$ cat config.mk
export PLATFORM = sky130hd
export DESIGN_NAME = pwm_time_base_control
export DESIGN_NICKNAME = d
export VERILOG_FILES = /design/src/rtl/tb_ctrl_pkg.sv /design/src/rtl/pwm_time_base_control.sv /design/src/rtl/tb_prescaler.sv
export VERILOG_INCLUDE_DIRS = /design/src /design/src/rtl
export SDC_FILE = /design/constraint.sdc
export NUM_CORES = 1
export LEC_CHECK = 0
export BUFFER_PORTS_ARGS = -buffer_cell sky130_fd_sc_hd__buf_2
export CORE_MARGIN = 5
export CORE_UTILIZATION = 51
export CTS_CLUSTER_DIAMETER = 200
export DETAILED_ROUTE_END_ITERATION = 16
export GPL_TIMING_DRIVEN = 1
export PLACE_DENSITY = 0.78
export SLEW_MARGIN = 20
export SYNTH_ARGS = -nofsm -noshare
export SYNTH_HDL_FRONTEND = slang
export SYNTH_SLANG_ARGS = --single-unit
$ cat constraint.sdc
create_clock -name clk_sys -period 6.2 [get_ports clk_sys]
set_input_delay 0 -clock clk_sys [delete_from_list [all_inputs] [get_ports clk_sys]]
set_output_delay 0 -clock clk_sys [all_outputs]
set_load 0.005 [all_outputs]
$ cat src/rtl/tb_ctrl_defines.svh
/*
 * Register offsets, field positions, reset values and write mask of the time-base control block.
 * Assumes inclusion from rtl files only; definitions only.
 */
`ifndef TB_CTRL_DEFINES_SVH
`define TB_CTRL_DEFINES_SVH

`define OFS_TIME_BASE_CONTROL 12'h000
`define OFS_PERIOD_VALUE      12'h004
`define OFS_PHASE_VALUE       12'h008
`define OFS_COMPARE_B_VALUE   12'h00c
`define OFS_COUNT_VALUE       12'h010
`define OFS_PRESCALE          12'h014

`define BIT_SW_SYNC           6
`define POS_SYNC_SEL          4
`define BIT_PRD_LD            3
`define BIT_PHS_EN            2
`define POS_CNT_MODE          0

`define CTRL_RESET            16'h0003
`define PRESCALE_RESET        16'h0000
`define CTRL_WRITE_MASK       16'h003f

`endif

$ cat src/rtl/tb_ctrl_pkg.sv
/*
 * Types shared by the time-base control block.
 * Assumes nothing beyond a SystemVerilog compiler.
 */
package tb_ctrl_pkg;

	typedef enum logic [1:0] {
		CNT_UP     = 2'h0,
		CNT_DOWN   = 2'h1,
		CNT_UPDOWN = 2'h2,
		CNT_FREEZE = 2'h3
	} count_mode_e;

	typedef enum logic [1:0] {
		SYNC_PASS  = 2'h0,
		SYNC_ZERO  = 2'h1,
		SYNC_COMPARE_B_VALUE  = 2'h2,
		SYNC_OFF   = 2'h3
	} sync_sel_e;

	typedef enum logic [1:0] {
		DIR_UP   = 2'h1,
		DIR_DOWN = 2'h2
	} dir_e;

endpackage

$ cat src/rtl/pwm_time_base_control.sv
/*
 * Time-base counter control: sync-out select, shadowed period, phase load, count modes,
 * with an APB slave for the registers.
 * Assumes an APB master on clk_sys and sync inputs synchronous to clk_sys.
 */
// Design decisions made here: register access over APB and the address map.
`timescale 1ns/1ps
`include "tb_ctrl_defines.svh"

// Behaviour
// RL1: Sync-out select 10 pulses sync out at counter equal compare-B; 11 holds it low.
// RL2: Period load select 0 copies shadow period to active period at counter zero.
// RL3: In shadow mode, period register reads and writes access the shadow copy.
// RL4: Period load select 1 makes a period write update the active period at once.
// RL5: In immediate mode, period reads and writes access the active period directly.
// RL6: Phase load enable 0 never loads the counter from phase.
// RL7: Phase load enable 1 loads counter from phase on any sync pulse.
// RL8: A new count mode takes effect at the next time-base clock edge.
// RL9: A mode change keeps the counter value; no reload or clear.
// RL10: Count mode 00 up, 01 down, 10 up-down.
// RL11: Count mode 11 freezes the counter and is the reset mode.
// RL12: Software sets the count mode once during configuration.
// RL13: Sync-out select 01 pulses sync out when the counter equals zero.
// RL14: Writing 1 to software sync gives one pulse ORed with sync in; reads 0.
// RL15: Sync-out select 00 passes the combined sync input to sync out.
// RL16: Up wraps at period, down reloads at zero, up-down reverses at ends.
module pwm_time_base_control
	import tb_ctrl_pkg::*;
#(
	parameter int CNT_W = 16,
	parameter int ADDR_W = 12
) (
	input  wire logic              clk_sys,     // system clock
	input  wire logic              rst_b,       // asynchronous reset, active low
	input  wire logic              psel,        // APB select
	input  wire logic              penable,     // APB access phase
	input  wire logic              pwrite,      // APB direction
	input  wire logic [ADDR_W-1:0] paddr,       // APB byte address
	input  wire logic [31:0]       pwdata,      // APB write data
	output logic      [31:0]       prdata,      // APB read data
	output logic                   pready,      // APB ready
	output logic                   pslverr,     // APB error
	input  wire logic              syncIn,      // sync pulse from previous module
	output logic                   syncOut,     // sync pulse to next module
	output logic      [CNT_W-1:0]  countValue,  // time-base counter
	output logic                   countUp,     // counter direction, high when up
	output logic                   cmpBMatch    // counter equals compare-B
);
	initial begin
		if (CNT_W < 2 || CNT_W > 16) $error("pwm_time_base_control: CNT_W out of range");
		if (ADDR_W < 5) $error("pwm_time_base_control: ADDR_W too small");
		if (ADDR_W > 32) $error("pwm_time_base_control: ADDR_W too large");
	end

	// Two-stage reset release; the first stage feeds only the second.
	logic rstMeta_q;
	logic rstSync_q;

	always_ff @(posedge clk_sys or negedge rst_b) begin
		if (!rst_b) begin
			rstMeta_q <= 1'b0;
			rstSync_q <= 1'b0;
		end else begin
			rstMeta_q <= 1'b1;
			rstSync_q <= rstMeta_q;
		end
	end

	// Every register of this module except the two reset-release stages lives in this one struct; the prescaler keeps its own.
	typedef struct packed {
		logic [15:0]      ctrl;
		logic [15:0]      prescale;
		logic [CNT_W-1:0] prdActive;
		logic [CNT_W-1:0] prdShadow;
		logic [CNT_W-1:0] phase;
		logic [CNT_W-1:0] compare_b_value;
		logic [CNT_W-1:0] count;
		dir_e             dir;
		logic             swSync;
		logic             syncOut;
		logic             cmpBMatch;
		logic [31:0]      rdata;
		logic             ready;
		logic             err;
	} state_s;

	state_s stateQ;
	state_s stateD;

	logic tick;

	tb_prescaler #(
		.DIV_W(16)
	) u_prescaler (
		.clk_sys  (clk_sys),
		.rstSync_b(rstSync_q),
		.divide   (stateQ.prescale),
		.tick     (tick)
	);

	// Decoded control fields and shared arithmetic.
	count_mode_e       mode;
	sync_sel_e         syncSel;
	logic              prdImmediate;
	logic              phaseEnable;
	logic              syncComb;
	logic              atZero;
	logic              atPeriod;
	logic              cmpBHit;
	logic              prdCopy;
	logic              phaseLoad;
	logic              upWrap;
	logic              upDownRise;
	logic [CNT_W-1:0]  countInc;
	logic [CNT_W-1:0]  countDec;
	logic [CNT_W-1:0]  wrValue;
	logic              access;
	logic              wrAccess;
	logic              rdAccess;
	logic [ADDR_W-1:0] addr;
	logic              selCtrl;
	logic              selPeriod;
	logic              selPhase;
	logic              selCmpB;
	logic              selCount;
	logic              selPrescale;
	logic              selMapped;
	logic              wrCtrl;
	logic              wrPrdActive;
	logic              wrPrdShadow;
	logic              wrPhase;
	logic              wrCmpB;
	logic              wrCount;
	logic              wrPrescale;

	assign mode         = count_mode_e'(stateQ.ctrl[`POS_CNT_MODE +: 2]);
	assign syncSel      = sync_sel_e'(stateQ.ctrl[`POS_SYNC_SEL +: 2]);
	assign prdImmediate = stateQ.ctrl[`BIT_PRD_LD];
	assign phaseEnable  = stateQ.ctrl[`BIT_PHS_EN];
	assign syncComb     = syncIn | stateQ.swSync; // RL14
	assign atZero       = (stateQ.count == '0);
	assign atPeriod     = (stateQ.count == stateQ.prdActive);
	assign cmpBHit      = (stateQ.count == stateQ.compare_b_value);
	assign countInc     = stateQ.count + {{(CNT_W-1){1'b0}}, 1'b1};
	assign countDec     = stateQ.count - {{(CNT_W-1){1'b0}}, 1'b1};
	assign wrValue      = pwdata[CNT_W-1:0];

	// The copy uses this tick's active period, so the new value governs from the next tick.
	assign prdCopy      = tick & ~prdImmediate & atZero; // RL2
	assign phaseLoad    = phaseEnable & syncComb; // RL7 RL6
	// In up mode, a count above the period, left by a period write, wraps at once instead of running on.
	assign upWrap       = (stateQ.count >= stateQ.prdActive);
	assign upDownRise   = (stateQ.dir == DIR_UP && !atPeriod) || atZero;

	// A transfer is taken once, in the access cycle before ready; the ready cycle is idle.
	assign access       = psel & penable & ~stateQ.ready;
	assign wrAccess     = access & pwrite;
	assign rdAccess     = access & ~pwrite;
	assign addr         = paddr;

	// Address decode; any other offset answers with an error and changes nothing.
	assign selCtrl      = (addr == ADDR_W'(`OFS_TIME_BASE_CONTROL));
	assign selPeriod    = (addr == ADDR_W'(`OFS_PERIOD_VALUE));
	assign selPhase     = (addr == ADDR_W'(`OFS_PHASE_VALUE));
	assign selCmpB      = (addr == ADDR_W'(`OFS_COMPARE_B_VALUE));
	assign selCount     = (addr == ADDR_W'(`OFS_COUNT_VALUE));
	assign selPrescale  = (addr == ADDR_W'(`OFS_PRESCALE));
	assign selMapped    = selCtrl | selPeriod | selPhase | selCmpB |
		selCount | selPrescale;

	// The period write is steered by the load select in force during the access.
	assign wrCtrl       = wrAccess & selCtrl;
	assign wrPrdActive  = wrAccess & selPeriod & prdImmediate; // RL4
	assign wrPrdShadow  = wrAccess & selPeriod & ~prdImmediate; // RL3
	assign wrPhase      = wrAccess & selPhase;
	assign wrCmpB       = wrAccess & selCmpB;
	assign wrCount      = wrAccess & selCount;
	assign wrPrescale   = wrAccess & selPrescale;

	always_comb begin
		stateD        = stateQ;
		stateD.ready  = 1'b0;
		stateD.err    = 1'b0;
		stateD.swSync = 1'b0;

		// Sync output selection; registered so the pin comes from a flip-flop.
		case (syncSel)
			SYNC_PASS: begin
				stateD.syncOut = syncComb; // RL15
			end
			SYNC_ZERO: begin
				stateD.syncOut = tick & atZero; // RL13
			end
			SYNC_COMPARE_B_VALUE: begin
				stateD.syncOut = tick & cmpBHit; // RL1
			end
			SYNC_OFF: begin
				stateD.syncOut = 1'b0; // RL1
			end
			default: begin
				stateD.syncOut = 1'b0;
			end
		endcase
		stateD.cmpBMatch = cmpBHit;

		// Counter advances only on time-base ticks, so a mode write lands at the next edge.
		if (tick) begin // RL8
			if (prdCopy) begin
				stateD.prdActive = stateQ.prdShadow; // RL2
			end
			case (mode) // RL10 RL9
				CNT_UP: begin
					stateD.dir = DIR_UP;
					if (upWrap) begin // RL16
						stateD.count = '0;
					end else begin
						stateD.count = countInc;
					end
				end
				CNT_DOWN: begin
					stateD.dir = DIR_DOWN;
					if (atZero) begin // RL16
						stateD.count = stateQ.prdActive;
					end else begin
						stateD.count = countDec;
					end
				end
				CNT_UPDOWN: begin
					if (upDownRise) begin // RL16
						stateD.dir   = DIR_UP;
						stateD.count = countInc;
					end else begin
						stateD.dir   = DIR_DOWN;
						stateD.count = countDec;
					end
				end
				CNT_FREEZE: begin
					stateD.count = stateQ.count; // RL11
				end
				default: begin
					stateD.count = stateQ.count;
				end
			endcase
		end

		// Phase load wins over counting, since a sync realigns the whole chain.
		if (phaseLoad) begin // RL7 RL6
			stateD.count = stateQ.phase;
		end

		// Writes commit at the taking edge; ready rises at that same edge.
		if (access) begin
			stateD.ready = 1'b1;
			stateD.err   = ~selMapped;
			stateD.rdata = 32'h0000_0000;
		end

		if (wrCtrl) begin
			stateD.ctrl   = pwdata[15:0] & `CTRL_WRITE_MASK;
			stateD.swSync = pwdata[`BIT_SW_SYNC]; // RL14
		end
		if (wrPrdActive) begin
			stateD.prdActive = wrValue; // RL4 RL5
		end
		if (wrPrdShadow) begin
			stateD.prdShadow = wrValue; // RL3
		end
		if (wrPhase) begin
			stateD.phase = wrValue;
		end
		if (wrCmpB) begin
			stateD.compare_b_value = wrValue;
		end
		if (wrCount) begin
			stateD.count = wrValue;
		end
		if (wrPrescale) begin
			stateD.prescale = pwdata[15:0];
		end

		// Reads return zero in every bit that the register does not hold.
		if (rdAccess) begin
			if (selCtrl) begin
				stateD.rdata = {16'h0000, stateQ.ctrl}; // RL14
			end
			if (selPeriod && prdImmediate) begin
				stateD.rdata = 32'(stateQ.prdActive); // RL5
			end
			if (selPeriod && !prdImmediate) begin
				stateD.rdata = 32'(stateQ.prdShadow); // RL3
			end
			if (selPhase) begin
				stateD.rdata = 32'(stateQ.phase);
			end
			if (selCmpB) begin
				stateD.rdata = 32'(stateQ.compare_b_value);
			end
			if (selCount) begin
				stateD.rdata = {15'h0000, stateQ.dir == DIR_UP, 16'(stateQ.count)};
			end
			if (selPrescale) begin
				stateD.rdata = {16'h0000, stateQ.prescale};
			end
		end
	end

	always_ff @(posedge clk_sys or negedge rstSync_q) begin
		if (!rstSync_q) begin
			stateQ.ctrl      <= `CTRL_RESET; // RL11
			stateQ.prescale  <= `PRESCALE_RESET;
			stateQ.prdActive <= '0;
			stateQ.prdShadow <= '0;
			stateQ.phase     <= '0;
			stateQ.compare_b_value      <= '0;
			stateQ.count     <= '0;
			stateQ.dir       <= DIR_UP;
			stateQ.swSync    <= 1'b0;
			stateQ.syncOut   <= 1'b0;
			stateQ.cmpBMatch <= 1'b0;
			stateQ.rdata     <= '0;
			stateQ.ready     <= 1'b0;
			stateQ.err       <= 1'b0;
		end else begin
			stateQ <= stateD;
		end
	end

	assign prdata     = stateQ.rdata;
	assign pready     = stateQ.ready;
	assign pslverr    = stateQ.err;
	assign syncOut    = stateQ.syncOut;
	assign countValue = stateQ.count;
	assign countUp    = (stateQ.dir == DIR_UP);
	assign cmpBMatch  = stateQ.cmpBMatch;

endmodule // pwm_time_base_control

$ cat src/rtl/tb_prescaler.sv
/*
 * Time-base clock enable generator: one pulse every (divide+1) system clocks.
 * Assumes a synchronous reset copy and a divide value steady between writes.
 */
`timescale 1ns/1ps
`include "tb_ctrl_defines.svh"

module tb_prescaler
	import tb_ctrl_pkg::*;
#(
	parameter int DIV_W = 16
) (
	input  wire logic             clk_sys,    // system clock
	input  wire logic             rstSync_b,  // synchronised reset, active low
	input  wire logic [DIV_W-1:0] divide,     // divide minus one
	output logic                  tick        // one-cycle time-base clock edge
);
	initial begin
		if (DIV_W < 1 || DIV_W > 16) $error("tb_prescaler: DIV_W out of range");
	end

	typedef struct packed {
		logic [DIV_W-1:0] cnt;
		logic             tick;
	} state_s;

	state_s stateQ;
	state_s stateD;

	always_comb begin
		stateD = stateQ;
		stateD.tick = 1'b0;
		if (stateQ.cnt >= divide) begin
			stateD.cnt  = '0;
			stateD.tick = 1'b1;
		end else begin
			stateD.cnt = stateQ.cnt + {{(DIV_W-1){1'b0}}, 1'b1};
		end
	end

	always_ff @(posedge clk_sys or negedge rstSync_b) begin
		if (!rstSync_b) begin
			stateQ <= '0;
		end else begin
			stateQ <= stateD;
		end
	end

	assign tick = stateQ.tick;

endmodule // tb_prescaler

==> flow_metrics.env <==
export IMPL_tightest_slew_ns=1.069
export IMPL_crit_path_top_delay_cell="dfrtp_1"
export IMPL_syn_num_nets=1184
export IMPL_fillers=1784
export IMPL_reg2reg_slack_ns=2.87
export IMPL_syn_inst=1092
export IMPL_clockBufferDepth=2
export IMPL_synth_edf_count=0
export IMPL_layout_nets=1207
export IMPL_synthTopCellsByArea="dfrtp_1, mux2_2, ha_1, buf_4, xnor2_1"
export IMPL_dieHeight_um=152.2
export IMPL_fin_crit_sh_pct=53.74
export IMPL_drv_cap=0
export IMPL_ir_drop_v=0.0002118
export IMPL_power_leakage_uw=0.005423
export IMPL_ys_types=70
export IMPL_synth_top_cell_area_share_pct=38.12
export IMPL_slew_violations=0
export IMPL_fmaxAchievable_mhz=300.1
export IMPL_rr_worst_depth=9
export IMPL_io_pins=103
export IMPL_h_tree_depth=4
export IMPL_die_w_um=152.2
export IMPL_ys_warn_count=0
export IMPL_antenna_found_initial=0
export IMPL_wl_per_cell_um=21.90
export IMPL_ant_nets=0
export IMPL_hold_viol_final=0
export IMPL_via_per_inst=6.312
export IMPL_setup_tns_ns=0
export IMPL_arrival_ns=3.67
export IMPL_cp_max_fo=17
export IMPL_pre_cts_slack_ns=3.007
export IMPL_drc=0
export IMPL_cts_tree="yes"
export IMPL_dp_hpwl_mm=21.40
export IMPL_critPathLaunchType="register"
export IMPL_yosysSeqAreaShare_pct=38.88
export IMPL_clk_pin_slew_ns=0.07
export IMPL_antenna_cells=0
export IMPL_slowest_delay_ns=0.58
export IMPL_area_delta_synth_final_pct=9.881
export IMPL_grt_pass1_wl_mm=48.13
export IMPL_numClockSinks=160
export IMPL_clkLatencyLatePin_ns=0.44
export IMPL_gr_usage_all_layers_pct=26.01
export IMPL_worstReg2RegStart="countValue[0]$_DFFE_PN0P_"
export IMPL_overflow=0
export IMPL_skew_ns=0.01076
export IMPL_cp_end_kind="register"
export IMPL_required_ns=6.54
export IMPL_max_slew_margin_pct=28.70
export IMPL_die_area_mm2=0.02315
export IMPL_min_delay_start="pwrite"
export IMPL_avgSynthCellArea_um2=9.439
export IMPL_cts_root_buffer="clkbuf_16"
export IMPL_routabilityCongestion=0.9484
export IMPL_power_density_mw_per_mm2=271.9
export IMPL_hold_depth=4
export IMPL_synth_async_reset_ratio_pct=100.0
export IMPL_hold_end="prdata[9]$_DFF_PN0_"
export IMPL_grt_max_degree=70
export IMPL_numCtsBuffers=17
export IMPL_r2r_end="countValue[3]$_DFFE_PN0P_"
export IMPL_hold_path_class="in2reg"
export IMPL_drive_gt1_share_pct=19.45
export IMPL_drt_iter0_markers=938
export IMPL_coreArea_mm2=0.02004
export IMPL_path_cells="inv_1, ha_1, nor4b_1, nand4_2, nand2_4, a21oi_2, o221ai_1, a311oi_1, a2111oi_2"
export IMPL_cts_resized=0
export IMPL_rsz0062_at_grt="no"
export IMPL_synth_main_ff_cell="dfrtp_1"
export IMPL_status="finished, final reports clean"
export IMPL_wirelength_mm=30.57
export IMPL_initial_core_util_pct=51.44
export IMPL_port_buffers=86
export IMPL_fin_ws_ns=2.868
export IMPL_synth_area_mm2=0.01031
export IMPL_finalSetupViolCount=0
export IMPL_worst_setup_path_type="reg2reg"
export IMPL_ys_ff_latch=160
export IMPL_finalCriticalPeriod_ns=3.332
export IMPL_first_pass_iters=6
export IMPL_synth_top_cell_by_area="dfrtp_1"
export IMPL_vias=8811
export IMPL_grt_pass1_vias=8489
export IMPL_rows=52
## worst max path at each step
stage | end | startpoint | slack (ns)
after global routing | countValue[3]$_DFFE_PN0P_ | countValue[0]$_DFFE_PN0P_ | 2.70
after detailed placement | countValue[3]$_DFFE_PN0P_ | countValue[0]$_DFFE_PN0P_ | 3.01
after floorplan | cmpBMatch$_DFF_PN0_ | rstSync_q$_DFF_PN0_ | 1.42
after CTS | countValue[3]$_DFFE_PN0P_ | countValue[0]$_DFFE_PN0P_ | 2.98
after global placement | countValue[3]$_DFFE_PN0P_ | countValue[0]$_DFFE_PN0P_ | 3.00
final | countValue[3]$_DFFE_PN0P_ | countValue[0]$_DFFE_PN0P_ | 2.87
## sequential cells by signal, indices dropped and copies added, names as in the netlist, 2 cells and up
name,cells
stateQ,85
u_prescaler.stateQ,16
mode,2
prdata,32
countValue,16
## cells in the final DEF, fill, tap and decap left out, types with 13 or more instances in the layout
master         count
dfrtp_1          156
buf_2             86
nor2_1            81
nand2_1           80
mux2_2            65
nand3_1           55
inv_1             52
a21oi_1           52
o21ai_0           51
ha_1              42
xnor2_1           39
mux2i_1           32
and2_1            21
xor2_1            20
dlygate4sd3_1     19
clkbuf_16         17
nand4_1           16
nor4_1            14
nor3_1            13
a211oi_1          13
## kinds of logic (layout without fill, tap and decap cells)
kind of cell	count (synthesis)	after routing	synth area share, %
AND/OR/NAND/NOR	338	338	17.16
multiplexers	108	108	11.41
other	1	1	0.03638
adder cells (fa/ha/maj)	42	42	5.098
flip-flops	160	160	38.88
AO/OA/AOI/OAI	219	219	14.25
XOR/XNOR	59	59	5.013
buffers and inverters	165	199	8.145
## Yosys cell counts (4+ instances only)
library cell / instances
inv_1: 52
a311oi_1: 6
o21ai_0: 51
a22oi_1: 12
a21oi_1: 52
a31oi_1: 12
o211ai_1: 10
a211oi_1: 13
xnor2_1: 39
nand3_1: 55
and2_1: 21
nor2_1: 82
buf_4: 49
a222oi_1: 5
nor3_1: 13
ha_1: 42
mux2_1: 11
o31ai_1: 6
xor2_1: 20
nand2b_1: 10
a22o_1: 4
nor2b_1: 4
nand4_1: 16
a221oi_1: 7
buf_2: 23
dfrtp_1: 157
buf_1: 7
clkbuf_1: 33
mux2i_1: 32
and3_1: 10
nor4_1: 14
o221ai_1: 7
a21o_1: 10
mux2_2: 65
o21a_1: 5
o2111ai_1: 4
nand2_1: 80
## routing by layer
metal,part of all wire [%],global-route usage [%],vias to the layer above
met5,0,0,-
met2,46,40.28,509
met3,8.0,4.913,103
li1,-,-,3909
met4,4.0,11.00,0
met1,42,35.95,4290
## what timing repair did
| item | CTS | global route |
|---|---|---|
| buffers inserted | 0 | 0 |
| hold buffers | 19 | 0 |
| hold endpoints to repair | 98 | 0 |
## worst max-delay path, delay by kind of cell, from the launching register on
family,cells,cell delay [ns]
flip-flops,1,0.58
AO/OA/AOI/OAI,4,0.83
AND/OR/NAND/NOR,3,1.20
buffers and inverters,1,0.32
adder cells (fa/ha/maj),1,0.29
## area by class of cell
type	count	area (um^2)	area share, %
Tap cell	270	337.8	2.983
Clock inverter	10	161.4	1.425
Timing Repair Buffer	117	710.7	6.275
Sequential cell	160	4011	35.42
Multi-Input combinational cell	767	5463	48.23
Inverter	52	195.2	1.723
Clock buffer	20	446.7	3.944
## through the flow
stage | util (%) | instances | cell area, um^2 | power (uW) | hold WS, ns
floorplan | - | 1092 | 10310 | 1731 | -0.2956
global placement | 52.54 | 1347 | 10530 | 1930 | -0.2129
detailed placement | 52.54 | 1347 | 10530 | 1947 | -0.2119
CTS | 56.52 | 1396 | 11330 | 3058 | 0.09508
global route | 56.52 | 1396 | 11330 | 3219 | 0.1401
finish | 56.52 | 1396 | 11330 | 3079 | 0.1056
## power by group
part	internal [uW]	total, uW	switching, uW
registers	1110	1240	124
logic	265	727	463
clock network	679	1110	435
total	2060	3080	1020
Note: power is estimated with default switching activity, not from simulation.
